===== src/include/ubsfi_pkg.sv =====
// Constants, carrier types and summary of behaviour for the serial port support block.
// What this block does
// - In SPI slave mode a falling slave select activates the slave, which shifts data.
// - A rising slave select makes the slave inactive; no data accepted until next fall.
// - MISO output is always driven, also while the slave is inactive.
// - In SPI master mode the slave-select pin is ignored.
// - Rate is (256 + mantissa) * 2^exponent / 2^28 * F, shared by UART and SPI.
// - Flush aborts the running operation, stops shifting and clears all data buffers.
// - Receive-done and transmit-done flags each raise a request only when enabled.
// - Receive and transmit DMA triggers pulse on the same done events.
// - The transmit buffer serves as DMA destination and the receive data register as source.
// - The port offers control/status, UART control, generic control, data and baud groups.
// - Busy status reads one while transmitting or receiving, zero when idle.
// - The role bit selects SPI master at zero and SPI slave at one.
package ubsfi_pkg;
   localparam int unsigned BAUD_MANT_W = 8;
   localparam int unsigned BAUD_EXP_W = 5;
   localparam int unsigned BAUD_INC_W = 40;
   localparam int unsigned BAUD_FRAC_W = 27;
   localparam logic [8:0] BAUD_MANT_BASE = 9'h100;
   localparam int unsigned DATA_W = 8;
   localparam logic [3:0] SPI_HALF_LAST = 4'hF;
   localparam logic [2:0] SPI_BIT_LAST = 3'h7;
   localparam logic [4:0] UART_HALF_LAST = 5'h13;
   localparam logic [4:0] UART_START_HALF = 5'h00;
   localparam logic [4:0] UART_STOP_HALF = 5'h12;
   localparam logic [9:0] UART_IDLE_LINE = 10'h3FF;
   localparam logic [7:0] SPI_FILL = 8'h00;

   typedef enum logic [1:0] {
      TX_IDLE = 2'h0,
      TX_UART = 2'h1,
      TX_SPIM = 2'h2
   } ubsfi_tx_state_t;

   typedef struct packed {
      logic modeUart;
      logic spiSlave;
      logic clockPhaseSel;
      logic rxEnable;
      logic rxDoneIrqEn;
      logic txDoneIrqEn;
      logic [BAUD_MANT_W-1:0] baudMantissa;
      logic [BAUD_EXP_W-1:0] baudExponent;
   } ubsfi_cfg_t;

   typedef struct packed {
      logic slaveSelectIn;
      logic sck;
      logic mosi;
      logic miso;
      logic rxd;
   } ubsfi_pins_in_t;

   typedef struct packed {
      logic sck;
      logic mosi;
      logic miso;
      logic txd;
   } ubsfi_pins_out_t;

   typedef struct packed {
      logic busy;
      logic rxDoneFlag;
      logic txDoneFlag;
      logic rxDoneIrq;
      logic txDoneIrq;
      logic rxDmaTrigger;
      logic txDmaTrigger;
   } ubsfi_status_t;
endpackage


===== src/rtl/ubsfi_baud.sv =====
// Fractional baud tick generator running at twice the programmed rate.
`timescale 1ns/1ps
`default_nettype none
module ubsfi_baud
(
   input wire logic clock,
   input wire logic resetn,
   input wire logic restart,
   input wire logic [ubsfi_pkg::BAUD_MANT_W-1:0] mantissa,
   input wire logic [ubsfi_pkg::BAUD_EXP_W-1:0] exponent,
   output logic tick
);
   typedef struct packed {
      logic [ubsfi_pkg::BAUD_FRAC_W-1:0] acc;
      logic tick;
   } ubsfi_baud_state_t;

   localparam logic [ubsfi_pkg::BAUD_INC_W:0] LIMIT = (ubsfi_pkg::BAUD_INC_W+1)'(1)
      << ubsfi_pkg::BAUD_FRAC_W;

   ubsfi_baud_state_t q;
   ubsfi_baud_state_t d;
   logic [ubsfi_pkg::BAUD_INC_W-1:0] inc;
   logic [ubsfi_pkg::BAUD_INC_W:0] sum;

   always_comb
   begin
      d = q;
      // The half-rate denominator 2^27 gives two ticks per bit.
      inc = ubsfi_pkg::BAUD_INC_W'({ubsfi_pkg::BAUD_MANT_BASE[8], mantissa}) << exponent;
      sum = (ubsfi_pkg::BAUD_INC_W+1)'(q.acc) + (ubsfi_pkg::BAUD_INC_W+1)'(inc);
      // One subtraction suffices because legal rates never reach F.
      d.tick = sum >= LIMIT;
      d.acc = d.tick ? ubsfi_pkg::BAUD_FRAC_W'(sum - LIMIT) : ubsfi_pkg::BAUD_FRAC_W'(sum);
      if (restart)
      begin
         d = '0;
      end
   end

   always_ff @(posedge clock)
   begin
      if (!resetn)
      begin
         q <= '0;
      end
      else
      begin
         q <= d;
      end
   end

   assign tick = q.tick;
endmodule
`default_nettype wire


===== src/rtl/ubsfi_buffer.sv =====
// Two-entry transmit buffer with valid and ready on both sides and a flush.
`timescale 1ns/1ps
`default_nettype none
module ubsfi_buffer
#(
   parameter int unsigned WIDTH = 8,
   parameter int unsigned DEPTH = 2
)
(
   input wire logic clock,
   input wire logic resetn,
   input wire logic flush,
   input wire logic inValid,
   input wire logic [WIDTH-1:0] inData,
   output logic inReady,
   output logic outValid,
   output logic [WIDTH-1:0] outData,
   input wire logic outReady
);
   localparam int unsigned PTR_W = $clog2(DEPTH);

   if (DEPTH < 2 || (DEPTH & (DEPTH - 1)) != 0)
   begin : g_bad_depth
      $error("Buffer depth must be a power of two of at least two.");
   end

   typedef struct packed {
      logic [DEPTH-1:0][WIDTH-1:0] mem;
      logic [PTR_W-1:0] wrPtr;
      logic [PTR_W-1:0] rdPtr;
      logic [PTR_W:0] count;
      logic ready;
   } ubsfi_buf_state_t;

   ubsfi_buf_state_t q;
   ubsfi_buf_state_t d;
   logic push;
   logic pop;

   always_comb
   begin
      d = q;
      push = inValid && q.ready;
      pop = outReady && (q.count != '0);
      if (push)
      begin
         d.mem[q.wrPtr] = inData;
         d.wrPtr = q.wrPtr + 1'b1;
      end
      if (pop)
      begin
         d.rdPtr = q.rdPtr + 1'b1;
      end
      d.count = q.count + (PTR_W+1)'(push) - (PTR_W+1)'(pop);
      // Clearing the pointers empties the buffer in one cycle.
      if (flush)
      begin
         d.wrPtr = '0;
         d.rdPtr = '0;
         d.count = '0;
      end
      d.ready = d.count != (PTR_W+1)'(DEPTH);
   end

   always_ff @(posedge clock)
   begin
      if (!resetn)
      begin
         q <= '0;
         q.ready <= 1'b1;
      end
      else
      begin
         q <= d;
      end
   end

   assign inReady = q.ready;
   assign outValid = q.count != '0;
   assign outData = q.mem[q.rdPtr];
endmodule
`default_nettype wire


===== src/rtl/ubsfi_usart.sv =====
// Serial port core: UART, SPI master and slave, flush, done events and DMA triggers.
`timescale 1ns/1ps
`default_nettype none
module ubsfi_usart
#(
   parameter int unsigned TX_DEPTH = 2
)
(
   input wire logic clock,
   input wire logic resetn,
   input wire ubsfi_pkg::ubsfi_cfg_t cfg,
   input wire logic flush,
   input wire logic rxDoneFlagClr,
   input wire logic txDoneFlagClr,
   input wire logic [ubsfi_pkg::DATA_W-1:0] txData,
   input wire logic txValid,
   output logic txReady,
   output logic [ubsfi_pkg::DATA_W-1:0] rxData,
   output logic rxValid,
   input wire logic rxRead,
   input wire ubsfi_pkg::ubsfi_pins_in_t pinsIn,
   output ubsfi_pkg::ubsfi_pins_out_t pinsOut,
   output ubsfi_pkg::ubsfi_status_t status
);
   localparam int unsigned W = ubsfi_pkg::DATA_W;

   if (TX_DEPTH < 2)
   begin : g_bad_depth
      $error("Transmit buffer needs at least two entries.");
   end

   typedef struct packed {
      ubsfi_pkg::ubsfi_pins_in_t sync1;
      ubsfi_pkg::ubsfi_pins_in_t sync2;
      ubsfi_pkg::ubsfi_pins_in_t sync3;
      ubsfi_pkg::ubsfi_pins_in_t filt;
      ubsfi_pkg::ubsfi_pins_in_t filtPrev;
      ubsfi_pkg::ubsfi_tx_state_t txSt;
      logic [4:0] txHalf;
      logic [9:0] txShift;
      logic [W-1:0] spiShift;
      logic [W-1:0] spiRx;
      logic [2:0] spiCnt;
      logic ssActive;
      logic rxOn;
      logic [4:0] rxHalf;
      logic [W-1:0] rxShift;
      logic [W-1:0] rxData;
      logic rxValid;
      ubsfi_pkg::ubsfi_status_t st;
      ubsfi_pkg::ubsfi_pins_out_t po;
   } ubsfi_core_state_t;

   ubsfi_core_state_t q;
   ubsfi_core_state_t d;
   logic bufValid;
   logic [W-1:0] bufData;
   logic pop;
   logic txTick;
   logic rxTick;
   logic txRestart;
   logic rxRestart;
   logic evRx;
   logic spiSlaveMode;
   logic spiMasterMode;
   logic ssFall;
   logic ssRise;
   logic sckRise;
   logic sckFall;
   logic sampleEdge;
   logic shiftEdge;
   logic leading;
   logic [W-1:0] rxNext;
   logic [W-1:0] loadByte;

   ubsfi_buffer #(
      .WIDTH(W),
      .DEPTH(TX_DEPTH)
   ) u_txbuf (
      .clock(clock),
      .resetn(resetn),
      .flush(flush),
      .inValid(txValid),
      .inData(txData),
      .inReady(txReady),
      .outValid(bufValid),
      .outData(bufData),
      .outReady(pop)
   );

   ubsfi_baud u_txbaud (
      .clock(clock),
      .resetn(resetn),
      .restart(txRestart),
      .mantissa(cfg.baudMantissa),
      .exponent(cfg.baudExponent),
      .tick(txTick)
   );

   ubsfi_baud u_rxbaud (
      .clock(clock),
      .resetn(resetn),
      .restart(rxRestart),
      .mantissa(cfg.baudMantissa),
      .exponent(cfg.baudExponent),
      .tick(rxTick)
   );

   always_comb
   begin
      d = q;
      pop = 1'b0;
      evRx = 1'b0;
      txRestart = 1'b0;
      rxRestart = 1'b0;
      rxNext = q.spiRx;
      loadByte = bufValid ? bufData : ubsfi_pkg::SPI_FILL;
      // A pin change counts once the second and third stages agree.
      d.sync1 = pinsIn;
      d.sync2 = q.sync1;
      d.sync3 = q.sync2;
      d.filt = ubsfi_pkg::ubsfi_pins_in_t'((q.sync2 & q.sync3) | (q.filt & (q.sync2 | q.sync3)));
      d.filtPrev = q.filt;
      ssFall = q.filtPrev.slaveSelectIn && !q.filt.slaveSelectIn;
      ssRise = !q.filtPrev.slaveSelectIn && q.filt.slaveSelectIn;
      // Edge detection on the sampled clock only works while it stays at or below F/8.
      sckRise = !q.filtPrev.sck && q.filt.sck;
      sckFall = q.filtPrev.sck && !q.filt.sck;
      spiSlaveMode = !cfg.modeUart && cfg.spiSlave;
      spiMasterMode = !cfg.modeUart && !cfg.spiSlave;
      sampleEdge = cfg.clockPhaseSel ? sckFall : sckRise;
      shiftEdge = cfg.clockPhaseSel ? sckRise : sckFall;
      leading = !q.txHalf[0];
      if (rxRead)
      begin
         d.rxValid = 1'b0;
      end
      // Slave select is only looked at in slave mode, never as master.
      if (spiSlaveMode)
      begin
         if (ssFall)
         begin
            d.ssActive = 1'b1;
            d.spiCnt = '0;
            if (!cfg.clockPhaseSel)
            begin
               d.spiShift = loadByte;
               pop = bufValid;
            end
         end
         else if (ssRise)
         begin
            // The bit count is kept here; the next fall clears it, so a mid-byte rise does not spoil the next byte.
            d.ssActive = 1'b0;
         end
         else if (q.ssActive)
         begin
            if (sampleEdge)
            begin
               rxNext = {q.spiRx[W-2:0], q.filt.mosi};
               d.spiRx = rxNext;
               d.spiCnt = q.spiCnt + 1'b1;
               if (q.spiCnt == ubsfi_pkg::SPI_BIT_LAST)
               begin
                  d.rxData = rxNext;
                  d.rxValid = 1'b1;
                  evRx = 1'b1;
               end
            end
            if (shiftEdge)
            begin
               if (q.spiCnt == '0)
               begin
                  d.spiShift = loadByte;
                  pop = bufValid;
               end
               else
               begin
                  d.spiShift = {q.spiShift[W-2:0], 1'b0};
               end
            end
         end
      end
      case (q.txSt)
         ubsfi_pkg::TX_IDLE:
         begin
            if (bufValid && cfg.modeUart)
            begin
               d.txShift = {1'b1, bufData, 1'b0};
               d.txHalf = '0;
               d.txSt = ubsfi_pkg::TX_UART;
               pop = 1'b1;
               txRestart = 1'b1;
            end
            else if (bufValid && spiMasterMode)
            begin
               d.spiShift = bufData;
               d.txHalf = '0;
               d.po.sck = 1'b0;
               d.txSt = ubsfi_pkg::TX_SPIM;
               pop = 1'b1;
               txRestart = 1'b1;
            end
         end
         ubsfi_pkg::TX_UART:
         begin
            if (txTick)
            begin
               d.txHalf = q.txHalf + 1'b1;
               if (q.txHalf[0])
               begin
                  d.txShift = {1'b1, q.txShift[9:1]};
               end
               if (q.txHalf == ubsfi_pkg::UART_HALF_LAST)
               begin
                  d.txSt = ubsfi_pkg::TX_IDLE;
               end
            end
         end
         ubsfi_pkg::TX_SPIM:
         begin
            if (txTick)
            begin
               d.po.sck = !q.po.sck;
               d.txHalf = q.txHalf + 1'b1;
               if (leading ^ cfg.clockPhaseSel)
               begin
                  rxNext = {q.spiRx[W-2:0], q.filt.miso};
                  d.spiRx = rxNext;
               end
               else if (!(cfg.clockPhaseSel && q.txHalf == '0))
               begin
                  d.spiShift = {q.spiShift[W-2:0], 1'b0};
               end
               if (q.txHalf[3:0] == ubsfi_pkg::SPI_HALF_LAST)
               begin
                  d.rxData = rxNext;
                  d.rxValid = 1'b1;
                  evRx = 1'b1;
                  d.txSt = ubsfi_pkg::TX_IDLE;
               end
            end
         end
         default:
         begin
            d.txSt = ubsfi_pkg::TX_IDLE;
         end
      endcase
      if (!q.rxOn)
      begin
         if (cfg.modeUart && cfg.rxEnable && q.filtPrev.rxd && !q.filt.rxd)
         begin
            d.rxOn = 1'b1;
            d.rxHalf = '0;
            rxRestart = 1'b1;
         end
      end
      else if (rxTick)
      begin
         d.rxHalf = q.rxHalf + 1'b1;
         if (!q.rxHalf[0])
         begin
            if (q.rxHalf == ubsfi_pkg::UART_START_HALF)
            begin
               d.rxOn = !q.filt.rxd;
            end
            else if (q.rxHalf == ubsfi_pkg::UART_STOP_HALF)
            begin
               d.rxOn = 1'b0;
               d.rxData = q.rxShift;
               d.rxValid = 1'b1;
               evRx = 1'b1;
            end
            else
            begin
               d.rxShift = {q.filt.rxd, q.rxShift[W-1:1]};
            end
         end
      end
      // Abort: the buffer empties through its own flush input.
      if (flush)
      begin
         pop = 1'b0;
         evRx = 1'b0;
         d.txSt = ubsfi_pkg::TX_IDLE;
         d.txShift = ubsfi_pkg::UART_IDLE_LINE;
         d.txHalf = '0;
         d.spiShift = '0;
         d.spiRx = '0;
         d.spiCnt = '0;
         d.ssActive = 1'b0;
         d.rxOn = 1'b0;
         d.rxHalf = '0;
         d.rxShift = '0;
         d.rxData = '0;
         d.rxValid = 1'b0;
         d.po.sck = 1'b0;
      end
      d.st.busy = (d.txSt != ubsfi_pkg::TX_IDLE) || d.rxOn || d.ssActive;
      // The set wins when an event meets a clear in the same cycle.
      d.st.rxDoneFlag = evRx || (q.st.rxDoneFlag && !rxDoneFlagClr);
      d.st.txDoneFlag = pop || (q.st.txDoneFlag && !txDoneFlagClr);
      d.st.rxDoneIrq = d.st.rxDoneFlag && cfg.rxDoneIrqEn;
      d.st.txDoneIrq = d.st.txDoneFlag && cfg.txDoneIrqEn;
      // Triggers pace DMA on the data paths in both clock phases.
      d.st.rxDmaTrigger = evRx;
      d.st.txDmaTrigger = pop;
      d.po.mosi = d.spiShift[W-1];
      d.po.miso = d.spiShift[W-1];
      d.po.txd = d.txShift[0];
   end

   always_ff @(posedge clock)
   begin
      if (!resetn)
      begin
         q <= '0;
         q.sync1 <= '1;
         q.sync2 <= '1;
         q.sync3 <= '1;
         q.filt <= '1;
         q.filtPrev <= '1;
         q.txShift <= ubsfi_pkg::UART_IDLE_LINE;
         q.po.txd <= 1'b1;
      end
      else
      begin
         q <= d;
      end
   end

   // Data and status groups stand in for the five register views.
   assign rxData = q.rxData;
   assign rxValid = q.rxValid;
   assign pinsOut = q.po;
   assign status = q.st;
endmodule
`default_nettype wire


===== config.mk =====
export PLATFORM = sky130hd
export DESIGN_NAME = ubsfi_usart
export DESIGN_NICKNAME = d
export VERILOG_FILES = /design/src/include/ubsfi_pkg.sv /design/src/rtl/ubsfi_baud.sv /design/src/rtl/ubsfi_buffer.sv /design/src/rtl/ubsfi_usart.sv
export SDC_FILE = /design/constraint.sdc
export NUM_CORES = 1
export LEC_CHECK = 0
export BUFFER_PORTS_ARGS = -buffer_cell sky130_fd_sc_hd__buf_2
export CAP_MARGIN = 30
export CORE_MARGIN = 8
export CORE_UTILIZATION = 38
export CTS_CLUSTER_SIZE = 24
export DETAILED_ROUTE_END_ITERATION = 8
export MAX_ROUTING_LAYER = met4
export PLACE_DENSITY = 0.58
export RECOVER_POWER = 25
export SETUP_SLACK_MARGIN = 0.1
export SKIP_LAST_GASP = 1
export SLEW_MARGIN = 20
export SYNTH_ARGS = -nofsm -noshare
export SYNTH_HDL_FRONTEND = slang
export SYNTH_HIERARCHICAL = 1
export SYNTH_SLANG_ARGS = --single-unit

===== constraint.sdc =====
create_clock -name clock -period 6.9 [get_ports clock]
set_clock_uncertainty 0.2 [all_clocks]
set_input_delay 0 -clock clock [delete_from_list [all_inputs] [get_ports clock]]
set_output_delay 0 -clock clock [all_outputs]
set_load 0.05 [all_outputs]

== Yosys cells after proc, flatten, opt, wreduce, memory -nomap -nowiden ==
Index checks and enable logic that the tools add are counted.

* Register bits: 168
* Input bits: 39
* Output and inout port bits: 21
* Word-level logic and storage cells: 256

* Add/sub/neg operators: 11
* Order comparisons: 5
* Equal/unequal tests: 16
* Shift operators: 1
* Mux-type cells: 104
* Bitwise gates (word level): 9
* Reductions and logical operators: 55

{| class="wikitable"
|+ Operators by type and width
! operator !! number
|-
| 8-bit two-way mux || 22
|-
| 9-bit two-way mux || 10
|-
| 27-bit by 40-bit adder with 41-bit output || 2
|-
| 41-bit by 28-bit greater-or-equal comparator with 1-bit output (second input constant) || 2
|-
| 17-bit two-way mux || 4
|-
| 60-bit two-way mux || 1
|-
| 27-bit two-way mux || 2
|-
| 27-bit by 1-bit subtractor with 27-bit output (second input constant) || 2
|-
| 1-bit two-way mux || 41
|-
| 9-bit by 5-bit << shifter with 40-bit output || 1
|-
| 19-bit two-way mux || 2
|-
| 23-bit two-way mux || 1
|-
| 7-bit two-way mux || 3
|-
| 10-bit two-way mux || 2
|-
| 20-bit two-way mux || 1
|-
| 10-bit one-hot mux with 2 select lines || 1
|-
| 1-bit logical AND || 19
|-
| 16-bit bitwise mux || 1
|-
| 16-bit two-way mux || 1
|-
| 8-bit one-hot mux with 2 select lines || 1
|-
| 4-bit AND reduction || 4
|-
| 5-bit one-hot mux with 3 select lines || 1
|-
| 2-bit nonzero test || 7
|-
| 6-bit two-way mux || 2
|-
| 34 further kinds || 68
|}

== Longest topological paths before layout ==
Gate-level depths: netlist of the first run.

* Word-level depth: 21
* Mapped depth: 19
* Mapped depth without buffers: 17

== Modules after synthesis ==
The synthesis of the first run kept the hierarchy.

{| class="wikitable"
|+ Modules (own cells, without submodules)
! module !! instances !! cells each !! area each (µm²) !! sequential area each (µm²)
|-
| ubsfi_baud || 2 || 418 || 3134.3 || 560.5
|-
| ubsfi_usart || 1 || 509 || 4430.5 || 1821.7
|-
| ubsfi_buffer || 1 || 93 || 937.1 || 420.4
|}

== Worst setup path before layout of the first run ==
Ideal clock, no wire load.

* Path type: in2reg
* Start point: in cfg[1] (netlist name)
* End point: reg u_rxbaud/q[22] (netlist name)
* Library setup time: 129 ps
* Data arrival time: 3274 ps
* Required time: 6571 ps
* Slack: 3297 ps
* Cell stages on the path: 17
* Path buffers: 1
* Path through: buf_6 > mux2_4 > mux2i_1 > nor2_1 > a211oi_2 > mux2i_1 > and2_1 > ha_1 > a211oi_1 > nor2_1 > a211o_1 > or2_2 > a31oi_1 > o21ai_0 > a21oi_1 > xor2_1 > nor2_1

* Cells in the longest elaborated chain, start to end: 4
* Elaborated cells between the ends (all ways): 5
* Classes of those cells: 2 x add/sub; 1 x order compare; 1 x shift; 1 x mux

{| class="wikitable"
|+ RTL lines
! what !! line !! RTL
|-
| start, declared || ubsfi_usart.sv:11 || <nowiki>input wire ubsfi_pkg::ubsfi_cfg_t cfg,</nowiki>
|-
| 9-bit by 5-bit << shifter with 40-bit output (*) || ubsfi_baud.sv:30 || <nowiki>inc = ubsfi_pkg::BAUD_INC_W'({ubsfi_pkg::BAUD_MANT_BASE[8], mantissa}) << exponent;</nowiki>
|-
| 27-bit by 40-bit adder with 41-bit output (*) || ubsfi_baud.sv:31 || <nowiki>sum = (ubsfi_pkg::BAUD_INC_W+1)'(q.acc) + (ubsfi_pkg::BAUD_INC_W+1)'(inc);</nowiki>
|-
| 41-bit by 28-bit greater-or-equal comparator with 1-bit output / 27-bit by 1-bit subtractor with 27-bit output (equally long branches) || ubsfi_baud.sv:33, ubsfi_baud.sv:34 ||
|-
| 27-bit two-way mux (*) || ubsfi_baud.sv:34 || <nowiki>d.acc = d.tick ? ubsfi_pkg::BAUD_FRAC_W'(sum - LIMIT) : ubsfi_pkg::BAUD_FRAC_W'(sum);</nowiki>
|-
| end signal, assigned || ubsfi_baud.sv:45 || <nowiki>q <= '0;</nowiki>
|-
| end signal, assigned || ubsfi_baud.sv:49 || <nowiki>q <= d;</nowiki>
|-
| end, declared || ubsfi_baud.sv:21 || <nowiki>ubsfi_baud_state_t q;</nowiki>
|}

Mark *: on every way between the ends. The rest lies on a longest branch, timed or not.
A chain may end at the register's enable or synchronous reset.

== Worst setup path in the final report of the first run ==
* Start point: in cfg[4] (netlist name)
* End point: reg u_txbaud.q, in the netlist u_txbaud/tick

* Cells in the longest elaborated chain, start to end: 3

{| class="wikitable"
|+ RTL lines
! what !! line !! RTL
|-
| 9-bit by 5-bit << shifter with 40-bit output || ubsfi_baud.sv:30 ||
|-
| 27-bit by 40-bit adder with 41-bit output || ubsfi_baud.sv:31 ||
|-
| 41-bit by 28-bit greater-or-equal comparator with 1-bit output || ubsfi_baud.sv:33 || <nowiki>d.tick = sum >= LIMIT;</nowiki>
|-
| end signal, assigned || ubsfi_baud.sv:45 ||
|-
| end signal, assigned || ubsfi_baud.sv:49 ||
|-
| end, declared || ubsfi_baud.sv:21 ||
|}

No other way between the ends.

==> flow_summary.yaml, run 1 <==
layout:
  area_delta_synth_final_pct: 11.5
  fillerInstances: 3019
  regArea_um2: 3360
  drive_gt1_share_pct: 10.3
  diodes: 0
  multi_input_comb_area_um2: 7600
  fin_util_pct: 42.7
  fin_nets: 1590
logic_synthesis:
  synthTopCellsByArea: "dfxtp_1 (29%), ha_1 (7.3%), nor2_1 (5.5%), mux2i_1 (5.3%), nand2_1 (4.5%)"
  yosys_warnings: 6
  syn_nets: 1547
  synth.yosys.seq_area_share_pct: 28.9
  avgSynthCellArea_um2: 8.09
  syn_area_um2: 11600
  synth_top_area_cell: "dfxtp_1"
  syn-instance-count: 1438
  synth_cell_types: 91
  synth_ff_type: "dfxtp_1"
  synth_seq_cells: 168
  synth-edff-count: 0
  async_reset_ff_share_pct: 0
  yosysTopAreaCellShare_pct: 28.9
placed_design:
  post-dp-hpwl_um: 21900
  io_buffers: 59
  place_congestion: 0.884
pwr:
  p_sw_mw: 0.749
  power_frac_seq_pct: 41.0
  ir_drop_uv: 193
  internal_power_mw: 1.78
  power_frac_clock_pct: 39.4
  p_sw_share_pct: 29.7
  powerDensity_nw_per_um2: 195
  pwr-share-comb_pct: 19.6
  leakagePower_nw: 5.22
timing:
  fin_crit_ns: 4.52
  rsz0062_at_grt: "false"
  final.setup.tns_ns: 0
  finalCritPeriodShare_pct: 65.6
  final_max_slew_viol_count: 60
  setup_viol: 0
  relSlewSlack_pct: -69.9
  worst_pin_slew_ns: 2.55
  finalHoldViolCount: 0
  clock.fmax_ghz: 0.221
min_path:
  hold_path.class: "input pin to register"
drt:
  vias: 10400
  wl_per_cell_um: 16.1
  dr.pass1.iters: 6
  ant_nets: 0
  drt_iter0_drc: 678
  viasPerCell: 5.52
  drc: 0
  routed_wirelength_um: 30300
global_routing:
  grt_max_degree: 60
  grt_pass1_wl_um: 50300
  grt_pass1_vias: 10000
  antenna_found_initial: 0
  track_usage_pct: 17.1
  grt-ovfl-total: 0
run:
  drv_cap: 1
cts:
  clock-sinks: 168
  clk_path_buf_depth: 2
  cts_root_buffer: "clkbuf_16"
  clk_pin_slew_ns: 0.07
  holdBufCountCts: 37
  cts_tree: "yes"
  cts_setup_buffers: 0
  h-tree-depth: 4
  post_cts_resized: 0
  clk_latency_ns: 0.43
  numCtsBuffers: 17
die:
  start_util_pct: 38.3
  ioPinCount: 60
  core-area_um2: 30300
  die-area_um2: 36500
  fp-row-count: 64
  die_h_um: 191
  die_w_um: 191
status:
  violations: "max-capacitance violations, max-slew violations"
  status: "complete, but fails checks"
setup_path:
  critPathRequiredTime_ns: 7.00
  path_cells: "dlygate4sd3_1 > buf_2 > inv_1 > nand2_1 > nor2_1 > ha_1 > inv_1 > fa_1 > and2b_1 > o211ai_1 > a311oi_2 > nor4b_1 > nor2_1 > a31oi_1 > a21oi_1 > nand4b_1 > mux2i_1 > a41oi_2"
  critical-path-max-stage-delay_ns: 0.53
  slowest_stage: "dlygate4sd3_1"
  critPathTopFamily: "buffers and inverters"
  arrival_ns: 4.62
  crit_buf_inv: 4
  critPathMaxFanout: 24
  endpoint_kind: "register"
  criticalPathCategory: "input pin to register"
  critPathLaunchType: "input pin"
  rrSetupSlack_ns: 3.46
[flip-flops by register name (all words and copies together), names as in the netlist]
name,flops
status,7
u_rxbaud/tick,1
q,59
u_txbaud/q,27
rxValid,1
u_txbuf/q,20
u_rxbaud/q,27
d,15
u_txbuf/inReady,1
pinsOut,1
u_txbaud/tick,1
rxData,8
[placed cells by master, fill, tap and decap left out, types with 6 or more instances in the layout]
cell             n
a211oi_1        10
a21o_1          20
a21oi_1         90
a22oi_1         12
a31oi_1         14
and2_1          30
and3_1          12
buf_2           38
buf_4            6
clkbuf_1        22
clkbuf_16       17
dfxtp_1        168
dlygate4sd3_1   37
ha_1            68
inv_1           58
mux2_2          15
mux2_4           6
mux2i_1         62
nand2_1        139
nand2b_1        33
nand3_1         45
nand3b_1        17
nand4_1         17
nor2_1         171
nor2b_1         21
nor3_1          36
o211ai_1        10
o21ai_0         60
o21ai_1          6
o21bai_1         7
o22ai_1         33
o31ai_1         12
xnor2_1         24
xor2_1          23
[final cells by class]
cell class,instances,share of cell area [%]
flip-flops and latches,168,25.9
multi-input cells,1129,58.6
clock buffers,17,3.28
inverters,62,1.79
repair buffers,103,5.30
clock inverters,13,1.31
well taps,396,3.82
[kinds of logic (layout without fill, tap and decap cells)]
logic type / Yosys count / in the layout / synth area share (%)
flops: 168 / 168 / 28.9
compound gates: 347 / 347 / 20.8
fa+ha+maj: 70 / 70 / 7.66
xor+xnor: 48 / 48 / 3.73
buf+inv: 141 / 195 / 5.80
mux: 87 / 87 / 8.18
simple gates: 577 / 577 / 25.0
[worst paths after layout]
check / start / to / cells after the start
setup / recovery: cfg[4] / u_txbaud/tick$_SDFF_PP0_ / 18
hold / removal: cfg[16] / q[46]$_SDFF_PP0_ / 5
setup reg to reg: u_txbaud/q[1]$_SDFF_PP0_ / u_txbaud/tick$_SDFF_PP0_ / 13
hold reg to reg: d[89]$_SDFF_PN1_ / d[84]$_SDFF_PN1_ / 1
[cell usage after synthesis, types with 5 or more instances]
| cell | n |
|---|---|
| nor3_1 | 36 |
| o21ai_0 | 60 |
| a31oi_1 | 14 |
| o22ai_1 | 33 |
| and3b_1 | 5 |
| nand2b_1 | 33 |
| or3_1 | 5 |
| o31ai_1 | 12 |
| o211ai_1 | 10 |
| nand2_1 | 139 |
| a21oi_1 | 90 |
| a222oi_1 | 5 |
| dfxtp_1 | 168 |
| mux2_4 | 6 |
| buf_2 | 11 |
| nor2b_1 | 21 |
| nand3_1 | 45 |
| buf_6 | 6 |
| xor2_1 | 23 |
| clkbuf_1 | 36 |
| inv_1 | 58 |
| o21bai_1 | 7 |
| buf_4 | 23 |
| and2_1 | 30 |
| a211oi_1 | 10 |
| xnor2_1 | 24 |
| a21o_1 | 20 |
| a22oi_1 | 12 |
| nand4_1 | 17 |
| mux2_2 | 15 |
| o2111ai_1 | 5 |
| nand3b_1 | 17 |
| nor2_1 | 171 |
| o21ai_1 | 6 |
| and3_1 | 12 |
| ha_1 | 68 |
| mux2i_1 | 62 |
[tightest hold or removal path, stage by stage]
cell     delay, ns
buf_2         0.22
nor3_1        0.11
o21ai_0       0.19
nand3_1       0.09
a31oi_1       0.12
[metal layers]
layer  global-route usage, %  routed length [um]  up-vias
li1                        -                   -     5236
met1                    22.1               14600     4896
met2                    26.4               13800      243
met3                    2.81                1230       42
met4                    6.21                 713        0
met5                       -                   0        -
[stage by stage]
step	worst slack [ns]	power (mW)	cell area [um^2]	instances	hold slack (ns)
CTS	2.43	2.56	13000	1888	0.127
global route	2.03	2.65	13000	1888	0.171
finish	2.38	2.53	13000	1888	0.141
floorplan	3.30	1.42	11600	1438	-0.127
global placement	2.43	1.53	12000	1821	-0.0189
detailed placement	2.26	1.53	12000	1821	-0.0166
[power by group through the flow]
stage	Sequential (mW)	Clock (mW)	Combinational (mW)
global route	1.04	1.07	0.548
global placement	1.06	0	0.475
CTS	1.04	1.03	0.491
floorplan	1.05	0	0.371
detailed placement	1.06	0	0.475
finish	1.04	0.994	0.496
(Power assumes the default switching activity.)
==> inputs of run 2 (changes only) <==
==> constraint.sdc (replaced) <==
create_clock -name clock -period 4.25 [get_ports clock]
set_clock_uncertainty 0.2 [all_clocks]
set_input_delay 0 -clock clock [delete_from_list [all_inputs] [get_ports clock]]
set_output_delay 0 -clock clock [all_outputs]
set_load 0.05 [all_outputs]
==> flow_summary.yaml, run 2 (same netlist as run 1, synthesis figures left out) <==
pwr:
  powerDensity_nw_per_um2: 308
  power_frac_clock_pct: 38.1
  p_sw_share_pct: 30.0
  leakagePower_nw: 5.42
  power_frac_seq_pct: 41.2
  ir_drop_uv: 328
  pwr-share-comb_pct: 20.7
  internal_power_mw: 2.86
  p_sw_mw: 1.22
drt:
  routed_wirelength_um: 30900
  ant_nets: 0
  wl_per_cell_um: 16.0
  drt_iter0_drc: 762
  dr.pass1.iters: 5
  viasPerCell: 5.47
  vias: 10600
  drc: 0
layout:
  regMostFlops: "q"
  reg_top3: "q x59, u_rxbaud/q x27, u_txbaud/q x27"
  most-common-layout-cells: "nor2_1 (171), dfxtp_1 (168), nand2_1 (139), a21oi_1 (90), ha_1 (68)"
  drive_gt1_share_pct: 12.6
  layout_commonest_cell: "nor2_1"
  area_delta_synth_final_pct: 14.0
  diodes: 0
  fin_nets: 1631
  largest_register_ffs: 59
  design_area_um2: 13300
timing:
  final_max_slew_viol_count: 0
  layout_setup_ws_ns: 0.410
  worst_pin_slew_ns: 0.918
  final.setup.tns_ns: 0
  fin_crit_ns: 3.84
  clock.fmax_ghz: 0.260
  rsz0062_at_grt: "false"
  setup_viol: 0
  finalCritPeriodShare_pct: 90.4
  finalHoldViolCount: 0
  relSlewSlack_pct: 38.6
cts:
  numCtsBuffers: 17
  clk_pin_slew_ns: 0.07
  h-tree-depth: 4
  cts_root_buffer: "clkbuf_16"
  clk_path_buf_depth: 2
  clock-sinks: 168
  cts_tree: "yes"
  clk_latency_ns: 0.43
die:
  fp-row-count: 64
  die-area_um2: 36500
  die_w_um: 191
  die_h_um: 191
  start_util_pct: 38.3
  core-area_um2: 30300
  ioPinCount: 60
min_path:
  whs_endpoint: "u_rxbaud/tick$_SDFF_PP0_"
  holdCritStartpoint: "cfg[3]"
  hold_depth: 4
  hold_path.class: "input pin to register"
setup_path:
  rrSetupSlack_ns: 0.80
  path_cells: "dlygate4sd3_1 > buf_2 > inv_1 > nand2_1 > nor2_1 > ha_1 > inv_1 > fa_1 > and2b_1 > o211ai_1 > a311oi_2 > nor4b_1 > nor2_1 > a31oi_1 > a21oi_1 > nand4b_1 > mux2i_1 > a41oi_2"
  r2r_start: "u_txbaud/q[1]$_SDFF_PP0_"
  critical-path-max-stage-delay_ns: 0.53
  r2r_end: "u_txbaud/tick$_SDFF_PP0_"
  rr_worst_depth: 13
  arrival_ns: 3.92
  critPathRequiredTime_ns: 4.33
  slowest_stage: "dlygate4sd3_1"
  critPathLaunchType: "input pin"
  criticalPathCategory: "input pin to register"
  endpoint_kind: "register"
  critPathMaxFanout: 14
placed_design:
  place_area_um2: 12300
  io_buffers: 59
  post-dp-hpwl_um: 22700
  dp_worst_setup_slack_ns: 0.105
  place_congestion: 0.919
global_routing:
  antenna_found_initial: 0
  track_usage_pct: 17.4
  grt-ovfl-total: 0
  grt_pass1_wl_um: 51200
  grt_max_degree: 59
  grt_pass1_vias: 10100
status:
  status: "complete, no violations"
run:
  drv_cap: 0
==> run 2: area by class of cell <==
| class | count | area (um^2) |
|---|---|---|
| fill | 3035 | 17100 |
| multi-input combinational | 1129 | 7600 |
| sequential | 168 | 3360 |
| timing repair buffer | 144 | 1000 |
| tap | 396 | 495 |
| clock buffer | 19 | 433 |
| inverter | 62 | 233 |
| clock inverter | 12 | 140 |
==> run 2: worst max-delay path: cells and delay by family <==
| family | cells | cell delay [ns] |
|---|---|---|
| compound gates | 5 | 1.11 |
| fa+ha+maj | 2 | 0.57 |
| buf+inv | 4 | 0.90 |
| mux | 1 | 0.22 |
| simple gates | 6 | 1.10 |
==> run 2: metal layers <==
metal  vias up  part of all wire, %  global-route usage [%]
li1       5319                    -                       -
met1      4972                   49                    22.9
met2       233                   46                    27.4
met3        31                  3.9                    3.05
met4         0                  1.6                    4.27
met5         -                    0                       -
==> run 2: worst max path at each step <==
stage            from                   endpoint  depth (start not counted)
4_1_cts        cfg[4]  u_rxbaud/q[23]$_SDFF_PP0_                         18
6_report       cfg[4]   u_rxbaud/tick$_SDFF_PP0_                         18
3_5_place_dp   cfg[1]   u_rxbaud/tick$_SDFF_PP0_                         17
3_3_place_gp   cfg[0]   u_txbaud/tick$_SDFF_PP0_                         17
2_1_floorplan  cfg[1]  u_rxbaud/q[22]$_SDFF_PP0_                         17
5_1_grt        cfg[4]   u_rxbaud/tick$_SDFF_PP0_                         18
==> run 2: through the flow <==
step           std cells  utilization (%)  power, mW  hold WS (ns)
2_1_floorplan       1438                -       2.31        -0.127
3_3_place_gp        1861             40.7       2.52       -0.0168
3_5_place_dp        1861             40.7       2.53       -0.0143
4_1_cts             1930             43.8       4.13        0.0251
5_1_grt             1930             43.7       4.30        0.0957
6_report            1930             43.7       4.08        0.0569
==> run 2: power groups by stage <==
stage	clock network, mW	logic (mW)	registers, mW
CTS	1.62	0.836	1.68
global route	1.68	0.931	1.69
finish	1.56	0.846	1.68
global placement	0	0.807	1.72
detailed placement	0	0.809	1.72
floorplan	0	0.603	1.70
==> run 2: repair_timing <==
item,4_1_cts,5_1_grt
endpoints found under the hold margin,79,0
gates resized for setup,0,0
hold buffers,38,0
buffers inserted,0,0
endpoints found under the setup margin,0,0
